### src/inc/iss_pkg.sv
// Package for the idle/stop standby controller: register map, field
// positions, reset values, timing constants, state enum and carriers.
// Assumes a single 25 MHz core clock and a plain strobe register port.
`default_nettype none
package iss_pkg;
	localparam int CLK_HZ = 25000000;
	localparam logic [3:0] ADDR_MODE = 4'h0;
	localparam logic [3:0] ADDR_TRIG = 4'h1;
	localparam logic [3:0] ADDR_STAB = 4'h2;
	localparam logic [3:0] ADDR_CLKSEL = 4'h3;
	localparam logic [3:0] ADDR_STAT = 4'h4;
	localparam int MODE_DEEP_BIT = 0;
	localparam int TRIG_BIT = 1;
	localparam logic [7:0] MODE_RST = 8'h00;
	localparam logic [2:0] STAB_RST = 3'h7;
	localparam logic [7:0] CLKSEL_RST = 8'h00;
	localparam int SEL_T8_EXT = 0;
	localparam int SEL_SER_EXT = 1;
	localparam int SEL_UART_EXT = 2;
	localparam int SEL_WT_MAIN = 3;
	localparam int SEL_WT_SUB = 4;
	localparam int SEL_TH2_SUB = 5;
	localparam int SEL_WD2_SUB = 6;
	localparam int SEL_SUB_USED = 7;
	localparam int STAB_EXP_BASE = 8;
	localparam int STAB_EXP_RST = 15;
	localparam int STAB_W = 16;
	localparam logic [2:0] PRIO_NMI = 3'h0;
	typedef enum logic [1:0] {
		ISS_RUN,
		ISS_IDLE,
		ISS_STOP,
		ISS_STAB
	} iss_state_t;
	typedef struct packed {
		logic nmi;
		logic ext_irq;
		logic int_irq;
		logic [2:0] prio;
	} iss_wake_t;
	typedef struct packed {
		logic timer8;
		logic serial;
		logic uart0;
		logic watch;
		logic th2;
		logic wd2;
		logic key;
	} iss_keep_t;
endpackage
`default_nettype wire

### src/hw/iss_ctrl.sv
// Standby controller: light idle and deep stop entry, wake-up, clock gates.
// Assumes the CPU and interrupt controller report requests synchronously.
// Operation
// - Trigger with deep bit 0 enters idle
// - Idle keeps oscillator, gates CPU and peripherals
// - Internal data held during standby
// - Sub or external clocked peripherals keep running
// - Idle exit resumes with no wait
// - NMI, unmasked irqs or reset wake
// - Idle release returns to normal operation
// - Lower priority request only wakes
// - Higher priority or NMI wakes and acknowledges
// - Branch choice depends on NMI and enable
// - Reset release equals normal reset
// - Trigger with deep bit 1 enters stop
// - Stop halts main oscillator, subclock runs
// - Stop exit waits stabilization interval
// - Interval uses programmed setting, reset default
// - Port pins hold status in standby
// - 8-bit timers run only on external input
// - Clocked serial runs on external clock
// - First UART on external clock, others halt
// - Watch timer idle rules with subclock
// - Subclock-sourced timers keep running
`default_nettype none
module iss_ctrl (
	input wire logic core_clk,
	input wire logic srst,
	input wire logic [3:0] reg_addr,
	input wire logic [7:0] reg_wdata,
	input wire logic reg_wr,
	input wire logic reg_rd,
	output logic [7:0] reg_rdata,
	input wire iss_pkg::iss_wake_t wake_in,
	input wire logic in_service,
	input wire logic [2:0] service_prio,
	input wire logic int_enable,
	output logic wake_ack,
	output logic wake_branch,
	output logic wake_pulse,
	output logic main_osc_en,
	output logic cpu_clk_en,
	output logic periph_clk_en,
	output logic intc_clk_en,
	output iss_pkg::iss_keep_t keep_en,
	output logic port_hold,
	output logic [1:0] mode_state
);
	iss_pkg::iss_state_t state_r;
	logic [7:0] mode_r;
	logic [2:0] stab_sel_r;
	logic [7:0] clksel_r;
	logic [iss_pkg::STAB_W-1:0] stab_cnt_r;
	logic [iss_pkg::STAB_W-1:0] stab_lim_r;
	logic [iss_pkg::STAB_W-1:0] stab_lim_nxt;
	logic trig;
	logic wake_any;
	logic higher;
	logic standby;
	logic [7:0] rdata_nxt;

	assign trig = reg_wr && (reg_addr == iss_pkg::ADDR_TRIG) &&
		reg_wdata[iss_pkg::TRIG_BIT];
	// Maskable requests are already unmasked by the interrupt controller.
	assign wake_any = wake_in.nmi | wake_in.ext_irq |
		wake_in.int_irq;
	assign higher = wake_in.nmi || !in_service ||
		(wake_in.prio < service_prio);
	assign standby = (state_r == iss_pkg::ISS_IDLE) ||
		(state_r == iss_pkg::ISS_STOP);

	always_comb begin
		stab_lim_nxt = '0;
		// A one-hot limit keeps the end test a plain compare of the counter.
		stab_lim_nxt[iss_pkg::STAB_EXP_BASE +
			32'(stab_sel_r)] = 1'b1;
	end

	// Registers survive standby untouched; only srst loads their reset values.
	always_ff @(posedge core_clk) begin
		if (srst) begin
			mode_r <= iss_pkg::MODE_RST;
			stab_sel_r <= iss_pkg::STAB_RST;
			clksel_r <= iss_pkg::CLKSEL_RST;
		end else if (reg_wr && state_r == iss_pkg::ISS_RUN) begin
			case (reg_addr)
				iss_pkg::ADDR_MODE: mode_r <= reg_wdata;
				iss_pkg::ADDR_STAB: stab_sel_r <= reg_wdata[2:0];
				iss_pkg::ADDR_CLKSEL: clksel_r <= reg_wdata;
				default: mode_r <= mode_r;
			endcase
		end
	end

	always_ff @(posedge core_clk) begin
		if (srst) begin
			state_r <= iss_pkg::ISS_RUN;
			stab_cnt_r <= '0;
			stab_lim_r <= '0;
		end else begin
			case (state_r)
				iss_pkg::ISS_RUN: begin
					if (trig) begin
						if (mode_r[iss_pkg::MODE_DEEP_BIT])
							state_r <= iss_pkg::ISS_STOP;
						else
							state_r <= iss_pkg::ISS_IDLE;
					end
				end
				iss_pkg::ISS_IDLE: begin
					if (wake_any)
						state_r <= iss_pkg::ISS_RUN;
				end
				iss_pkg::ISS_STOP: begin
					if (wake_any) begin
						state_r <= iss_pkg::ISS_STAB;
						stab_cnt_r <= '0;
						stab_lim_r <= stab_lim_nxt;
					end
				end
				iss_pkg::ISS_STAB: begin
					stab_cnt_r <= stab_cnt_r + 1'b1;
					if (stab_cnt_r + 1'b1 >= stab_lim_r)
						state_r <= iss_pkg::ISS_RUN;
				end
				default: state_r <= iss_pkg::ISS_RUN;
			endcase
		end
	end

	// Wake result: pulse, acknowledge and branch decision.
	always_ff @(posedge core_clk) begin
		if (srst) begin
			wake_pulse <= 1'b0;
			wake_ack <= 1'b0;
			wake_branch <= 1'b0;
		end else begin
			wake_pulse <= standby && wake_any;
			wake_ack <= standby && wake_any && higher;
			wake_branch <= standby && wake_any && higher &&
				(wake_in.nmi || int_enable);
		end
	end

	// The oscillator restarts as soon as a wake leaves deep stop, so it can
	// settle while the CPU and peripherals still wait with their clocks off.
	assign main_osc_en = !(state_r == iss_pkg::ISS_STOP);
	assign cpu_clk_en = (state_r == iss_pkg::ISS_RUN);
	assign periph_clk_en = (state_r == iss_pkg::ISS_RUN);
	assign intc_clk_en = (state_r == iss_pkg::ISS_RUN);
	assign port_hold = standby;

	always_comb begin
		keep_en.timer8 = !standby || clksel_r[iss_pkg::SEL_T8_EXT];
		keep_en.serial = !standby || clksel_r[iss_pkg::SEL_SER_EXT];
		keep_en.uart0 = !standby || clksel_r[iss_pkg::SEL_UART_EXT];
		if (!standby)
			keep_en.watch = 1'b1;
		else if (clksel_r[iss_pkg::SEL_SUB_USED])
			keep_en.watch = clksel_r[iss_pkg::SEL_WT_SUB] ||
				state_r == iss_pkg::ISS_IDLE;
		else
			keep_en.watch = state_r == iss_pkg::ISS_IDLE &&
				clksel_r[iss_pkg::SEL_WT_MAIN];
		keep_en.th2 = !standby || (clksel_r[iss_pkg::SEL_SUB_USED] &&
			clksel_r[iss_pkg::SEL_TH2_SUB]);
		keep_en.wd2 = !standby || (clksel_r[iss_pkg::SEL_SUB_USED] &&
			clksel_r[iss_pkg::SEL_WD2_SUB]);
		keep_en.key = 1'b1;
	end

	assign mode_state = state_r;

	always_comb begin
		rdata_nxt = '0;
		case (reg_addr)
			iss_pkg::ADDR_MODE: rdata_nxt = mode_r;
			iss_pkg::ADDR_STAB: rdata_nxt = {5'h00, stab_sel_r};
			iss_pkg::ADDR_CLKSEL: rdata_nxt = clksel_r;
			iss_pkg::ADDR_STAT: rdata_nxt = {6'h00, state_r};
			default: rdata_nxt = '0;
		endcase
	end

	always_ff @(posedge core_clk) begin
		if (srst)
			reg_rdata <= '0;
		else if (reg_rd)
			reg_rdata <= rdata_nxt;
		else
			reg_rdata <= '0;
	end

	property p_idle_entry;
		@(posedge core_clk) disable iff (srst)
		state_r == iss_pkg::ISS_RUN && trig &&
			!mode_r[iss_pkg::MODE_DEEP_BIT] |=> state_r == iss_pkg::ISS_IDLE;
	endproperty
	a_idle_entry: assert property (p_idle_entry)
		else $error("no idle");
	property p_stop_entry;
		@(posedge core_clk) disable iff (srst)
		state_r == iss_pkg::ISS_RUN && trig &&
			mode_r[iss_pkg::MODE_DEEP_BIT] |=> !main_osc_en;
	endproperty
	a_stop_entry: assert property (p_stop_entry)
		else $error("no stop");
	property p_idle_exit;
		@(posedge core_clk) disable iff (srst)
		state_r == iss_pkg::ISS_IDLE && wake_any |=>
			cpu_clk_en && wake_pulse;
	endproperty
	a_idle_exit: assert property (p_idle_exit)
		else $error("idle exit");
	property p_idle_osc;
		@(posedge core_clk) disable iff (srst)
		state_r == iss_pkg::ISS_IDLE |-> main_osc_en && !cpu_clk_en;
	endproperty
	a_idle_osc: assert property (p_idle_osc)
		else $error("idle clocks");
	property p_stab_wait;
		@(posedge core_clk) disable iff (srst)
		state_r == iss_pkg::ISS_STOP && wake_any |=> !cpu_clk_en [*8];
	endproperty
	a_stab_wait: assert property (p_stab_wait)
		else $error("short wait");
	property p_low_prio;
		@(posedge core_clk) disable iff (srst)
		standby && wake_any && in_service && !wake_in.nmi &&
			wake_in.prio >= service_prio |=> wake_pulse && !wake_ack;
	endproperty
	a_low_prio: assert property (p_low_prio) else $error("low acked");
	property p_nmi_branch;
		@(posedge core_clk) disable iff (srst)
		standby && wake_in.nmi |=> wake_ack && wake_branch;
	endproperty
	a_nmi_branch: assert property (p_nmi_branch) else $error("nmi");
	property p_di_cont;
		@(posedge core_clk) disable iff (srst)
		!int_enable && !wake_in.nmi |=> !wake_branch;
	endproperty
	a_di_cont: assert property (p_di_cont) else $error("di branch");
	property p_port_hold;
		@(posedge core_clk) disable iff (srst)
		$rose(standby) |-> port_hold && !periph_clk_en && keep_en.key;
	endproperty
	a_port_hold: assert property (p_port_hold) else $error("ports");
	c_idle: cover property (@(posedge core_clk) disable iff (srst)
		state_r == iss_pkg::ISS_IDLE ##1 state_r == iss_pkg::ISS_RUN);
	c_stop: cover property (@(posedge core_clk) disable iff (srst)
		state_r == iss_pkg::ISS_STAB ##1 state_r == iss_pkg::ISS_RUN);
	c_low: cover property (@(posedge core_clk) disable iff (srst)
		wake_pulse && !wake_ack);
	c_branch: cover property (@(posedge core_clk) disable iff (srst)
		wake_ack && wake_branch);
	c_stab_busy: cover property (@(posedge core_clk) disable iff (srst)
		state_r == iss_pkg::ISS_STAB && stab_cnt_r == 16'h0080);

	// Clock gating per state: only the run state feeds the CPU.
	property p_stop_clocks;
		@(posedge core_clk) disable iff (srst)
		state_r == iss_pkg::ISS_STOP |-> !main_osc_en && !cpu_clk_en &&
			!periph_clk_en && !intc_clk_en && port_hold;
	endproperty
	a_stop_clocks: assert property (p_stop_clocks)
		else $error("stop clocks");

	property p_run_clocks;
		@(posedge core_clk) disable iff (srst)
		state_r == iss_pkg::ISS_RUN |-> main_osc_en && cpu_clk_en &&
			periph_clk_en && intc_clk_en && !port_hold;
	endproperty
	a_run_clocks: assert property (p_run_clocks)
		else $error("run clocks");

	property p_stab_osc;
		@(posedge core_clk) disable iff (srst)
		state_r == iss_pkg::ISS_STAB |-> main_osc_en && !cpu_clk_en &&
			!periph_clk_en;
	endproperty
	a_stab_osc: assert property (p_stab_osc)
		else $error("stab clocks");

	// The settling wait must neither end early nor overrun its limit.
	property p_stab_count;
		@(posedge core_clk) disable iff (srst)
		state_r == iss_pkg::ISS_STAB && stab_cnt_r + 1'b1 < stab_lim_r |=>
			state_r == iss_pkg::ISS_STAB;
	endproperty
	a_stab_count: assert property (p_stab_count)
		else $error("stab ended early");

	property p_stab_exit;
		@(posedge core_clk) disable iff (srst)
		state_r == iss_pkg::ISS_STAB && stab_cnt_r + 1'b1 >= stab_lim_r |=>
			state_r == iss_pkg::ISS_RUN && cpu_clk_en;
	endproperty
	a_stab_exit: assert property (p_stab_exit)
		else $error("stab overran");

	property p_stab_limit;
		@(posedge core_clk) disable iff (srst)
		state_r == iss_pkg::ISS_STOP && wake_any |=> stab_cnt_r == '0 &&
			$onehot(stab_lim_r) &&
			stab_lim_r[iss_pkg::STAB_EXP_BASE + 32'(stab_sel_r)];
	endproperty
	a_stab_limit: assert property (p_stab_limit)
		else $error("stab limit");

	property p_regs_held;
		@(posedge core_clk) disable iff (srst)
		standby |=> $stable(mode_r) && $stable(stab_sel_r) &&
			$stable(clksel_r);
	endproperty
	a_regs_held: assert property (p_regs_held)
		else $error("registers changed in standby");

	// No disable here: this one checks what reset itself leaves behind.
	property p_reset_run;
		@(posedge core_clk)
		srst |=> state_r == iss_pkg::ISS_RUN && main_osc_en && !wake_pulse &&
			mode_r == iss_pkg::MODE_RST && stab_sel_r == iss_pkg::STAB_RST &&
			clksel_r == iss_pkg::CLKSEL_RST;
	endproperty
	a_reset_run: assert property (p_reset_run)
		else $error("reset state");

	property p_keep_ext;
		@(posedge core_clk) disable iff (srst)
		standby |-> keep_en.key &&
			keep_en.timer8 == clksel_r[iss_pkg::SEL_T8_EXT] &&
			keep_en.serial == clksel_r[iss_pkg::SEL_SER_EXT] &&
			keep_en.uart0 == clksel_r[iss_pkg::SEL_UART_EXT];
	endproperty
	a_keep_ext: assert property (p_keep_ext)
		else $error("external clock keep");

	property p_keep_sub;
		@(posedge core_clk) disable iff (srst)
		state_r == iss_pkg::ISS_STOP |->
			keep_en.watch == (clksel_r[iss_pkg::SEL_SUB_USED] &&
			clksel_r[iss_pkg::SEL_WT_SUB]) &&
			keep_en.th2 == (clksel_r[iss_pkg::SEL_SUB_USED] &&
			clksel_r[iss_pkg::SEL_TH2_SUB]) &&
			keep_en.wd2 == (clksel_r[iss_pkg::SEL_SUB_USED] &&
			clksel_r[iss_pkg::SEL_WD2_SUB]);
	endproperty
	a_keep_sub: assert property (p_keep_sub)
		else $error("subclock keep");

	property p_idle_watch;
		@(posedge core_clk) disable iff (srst)
		state_r == iss_pkg::ISS_IDLE |->
			keep_en.watch == (clksel_r[iss_pkg::SEL_SUB_USED] ||
			clksel_r[iss_pkg::SEL_WT_MAIN]);
	endproperty
	a_idle_watch: assert property (p_idle_watch)
		else $error("idle watch");

	// Wake results only ever come out of a standby state.
	property p_pulse_standby;
		@(posedge core_clk) disable iff (srst)
		!standby |=> !wake_pulse && !wake_ack && !wake_branch;
	endproperty
	a_pulse_standby: assert property (p_pulse_standby)
		else $error("wake outside standby");

	property p_high_ack;
		@(posedge core_clk) disable iff (srst)
		standby && wake_any && !wake_in.nmi && (!in_service ||
			wake_in.prio < service_prio) |=> wake_pulse && wake_ack;
	endproperty
	a_high_ack: assert property (p_high_ack)
		else $error("high not acked");

	property p_ei_branch;
		@(posedge core_clk) disable iff (srst)
		standby && wake_any && !in_service && int_enable |=> wake_branch;
	endproperty
	a_ei_branch: assert property (p_ei_branch)
		else $error("no branch");
endmodule // iss_ctrl
`default_nettype wire

### config.mk
export PLATFORM = sky130hd
export DESIGN_NAME = iss_ctrl
export DESIGN_NICKNAME = d
export VERILOG_FILES = /design/src/inc/iss_pkg.sv /design/src/hw/iss_ctrl.sv
export SDC_FILE = /design/constraint.sdc
export NUM_CORES = 1
export LEC_CHECK = 0
export BUFFER_PORTS_ARGS = -buffer_cell sky130_fd_sc_hd__clkbuf_2
export CAP_MARGIN = 20
export CORE_ASPECT_RATIO = 0.5
export CORE_MARGIN = 4
export CORE_UTILIZATION = 50
export CTS_BUF_LIST = sky130_fd_sc_hd__clkbuf_16
export DETAILED_ROUTE_END_ITERATION = 8
export PLACE_DENSITY = 0.82
export RECOVER_POWER = 100
export SYNTH_ARGS = -nofsm -noshare
export SYNTH_HDL_FRONTEND = slang
export SYNTH_SLANG_ARGS = --single-unit
### constraint.sdc
create_clock -name core_clk -period 3.07 [get_ports core_clk]
set_clock_uncertainty 0.15 [all_clocks]
set_input_delay 0.614 -clock core_clk [delete_from_list [all_inputs] [get_ports core_clk]]
set_output_delay 0.614 -clock core_clk [all_outputs]
set_load 0.05 [all_outputs]
==> flow_summary.yaml <==
worst_setup_path:
  r2r_end: "mode_state[0]"
  reg2reg_from: "stab_cnt_r[0]"
  worstPathArrival_ps: 3000
  reg2regPathDepth: 11
  slowest_stage: "or3_4"
  slowest_delay_ps: 440
  crit_family: "simple AND/OR/NAND/NOR gates"
  crit_required_ps: 3140
  crit_path_start_kind: "flip-flop"
  crit_fanout: 3
  startpoint: "stab_cnt_r[0]"
  critical_path.cell_chain: "nand4_1 -> or3_4 -> nor2_4 -> xor2_2 -> ha_1 -> nor2b_1 -> o21ai_0 -> or2b_4 -> a221oi_4 -> o21ai_2 -> a211oi_2"
  worst_setup_path_end_kind: "flip-flop"
  cp_num_buf_inv: 0
  r2r_slack_ps: 140
  worst-setup-path-type: "reg2reg"
timing:
  slew_headroom_pct: 47.1
  hold_violations: 0
  finalSetupViolCount: 0
  finalCritPeriodShare_pct: 95.5
  hold-worst-slack_ps: 336
  finalCriticalPeriod_ps: 2930
  worst_slew_pin_slew_ps: 785
  max_freq_ghz: 0.341
  drv_slew: 0
yosys:
  synth_nets: 405
  synth-edff-count: 0
  yosys_warnings: 0
  synth_cells: 362
  ys_seq_area_share_pct: 36.5
  post_synth_num_cell_types: 51
  synth-async-reset-ratio_pct: 0
  ys_ff_latch: 56
  avgSynthCellArea_sq_um: 8.49
  syn-cell-area_sq_um: 3070
  synth_ff_type: "dfxtp_1"
place:
  postPlaceCellArea_sq_um: 3350
  hpwl_microns: 4940
  io_buffers: 50
  gp_congestion: 0.809
hold_path:
  hp-start: "stab_lim_r[11]"
  hold_path_depth: 2
  min_path_type: "reg2reg"
  hold_end: "stab_lim_r[11]"
run_status:
  status: "finished clean"
finish:
  fin_util_pct: 62.0
  fillers: 501
  syn2layout_area_growth_pct: 15.1
  final_cell_mix: "57 x nor2_1, 55 x dfxtp_1, 28 x clkbuf_1"
  drive_gt1_share_pct: 15.5
  n_antenna_cell: 0
  fin_area_sq_um: 3540
  nets: 449
  mostFrequentLayoutCell: "nor2_1"
routing:
  viasPerCell: 5.45
  wl_per_cell_microns: 14.7
  drc: 0
  wl_met2_microns: 3440
  dr.pass1.iters: 4
  drt_iter0_drc: 153
  via_count: 2614
  wl_met1_microns: 3190
  wl_met3_microns: 363
  ant_nets: 0
  routed_wl_microns: 7060
  topRoutingLayerUsed: "met4"
die:
  rows: 19
  dieArea_sq_um: 7540
  coreArea_sq_um: 5710
  io_pins: 52
  start_util_pct: 53.9
  die_h_microns: 63.4
  die_w_microns: 119
clock_tree:
  htreeDepth: 2
  clkSinkCount: 56
  numCtsBuffers: 5
  cts_tree: "done"
  clock_path_buffers: 2
  path_clk_slew_ps: 70
  insertion_delay_ps: 290
  cts_root_buffer: "clkbuf_16"
grt:
  grt_max_degree: 42
  grtUsageTotal_pct: 18.9
  grt_pass1_wl_microns: 11700
  antenna_found_initial: 0
  first_global_vias: 2539
  gr-total-overflow: 0
flow_run:
  drv_cap: 0
power_and_ir_drop:
  cellPowerDensity_nw_per_um2: 515
  leakagePower_uw: 0.00137
  ir_worst_vdd_v: 0.000362
-- cell type report --
cell class | instances | area, sq um | share of cell area (%)
Tap cell | 73 | 91.3 | 2.58
Sequential cell | 56 | 1120 | 31.7
Clock inverter | 3 | 20.0 | 0.566
Inverter | 17 | 63.8 | 1.80
Clock buffer | 5 | 125 | 3.54
Multi-Input combinational cell | 262 | 1800 | 50.8
Timing Repair Buffer | 64 | 319 | 9.02
-- state kept, by name, indices dropped and copies added, names as in the netlist --
register / flops
stab_cnt_r: 16
clksel_r: 8
mode_r: 8
reg_rdata: 8
stab_lim_r: 8
stab_sel_r: 3
mode_state: 2
wake_ack: 1
wake_branch: 1
wake_pulse: 1
-- worst min-delay path, stage by stage (launching register included) --
cell and delay (ps):
dfxtp_1 330, a21oi_1 60, nor2_1 70
-- cells by family after synthesis --
kind of cell / Yosys count / synth area share (%)
adders and majority gates: 16 / 6.51
other: 1 / 0.122
muxes: 23 / 7.53
and+or+nand+nor: 143 / 24.2
buffers and inverters: 44 / 7.25
DFF: 56 / 36.5
AOI/OAI and AO/OA: 69 / 15.0
xor gates and xnor gates: 10 / 2.85
-- synth_stat cells, types with 7 or more instances --
cell / count / share of area (%)
mux2i_1: 22 / 7.2
nor2_1: 58 / 7.1
a21oi_1: 24 / 3.9
and3_1: 7 / 1.4
inv_1: 17 / 2.1
nand2_1: 21 / 2.6
a22oi_1: 11 / 2.7
nor3_1: 8 / 1.3
nand3_1: 14 / 2.3
dfxtp_1: 56 / 36
o21ai_0: 12 / 2.0
ha_1: 16 / 6.5
clkbuf_1: 13 / 1.6
-- per-stage QoR --
step | TNS [ps] | total power (uW) | std cells | setup WS (ps)
6_report | 0 | 1820 | 480 | 138
4_1_cts | 0 | 1840 | 479 | 53.5
3_5_place_dp | 0 | 1290 | 471 | 124
2_1_floorplan | 0 | 1190 | 362 | 120
3_3_place_gp | 0 | 1290 | 471 | 153
5_1_grt | -22.3 | 1900 | 480 | -22.3
-- worst max path at each step --
stage	end	slack [ps]	cells after the start
finish	mode_state[0]	140	11
global route	mode_state[0]	-20	11
CTS	mode_state[1]	50	12
detailed placement	mode_state[0]	120	11
global placement	mode_state[0]	150	11
floorplan	keep_en[3]	120	3
-- routing by layer --
| metal | up-vias | global-route usage, % |
|---|---|---|
| met3 | 6 | 5.36 |
| met5 | - | 0 |
| li1 | 1342 | - |
| met1 | 1208 | 23.3 |
| met2 | 58 | 32.9 |
| met4 | 0 | 4.62 |
-- report_power, final --
part           internal (uW)  switching, uW
Sequential               745           15.3
Combinational            104            399
Clock                    301            257
-- repair_timing --
item / 4_1_cts / 5_1_grt
resized for setup: 0 / 15
hold buffers: 0 / 0
setup endpoints to repair: 0 / 2
buffers inserted: 0 / 1
Note: power is estimated with default switching activity, not from simulation.
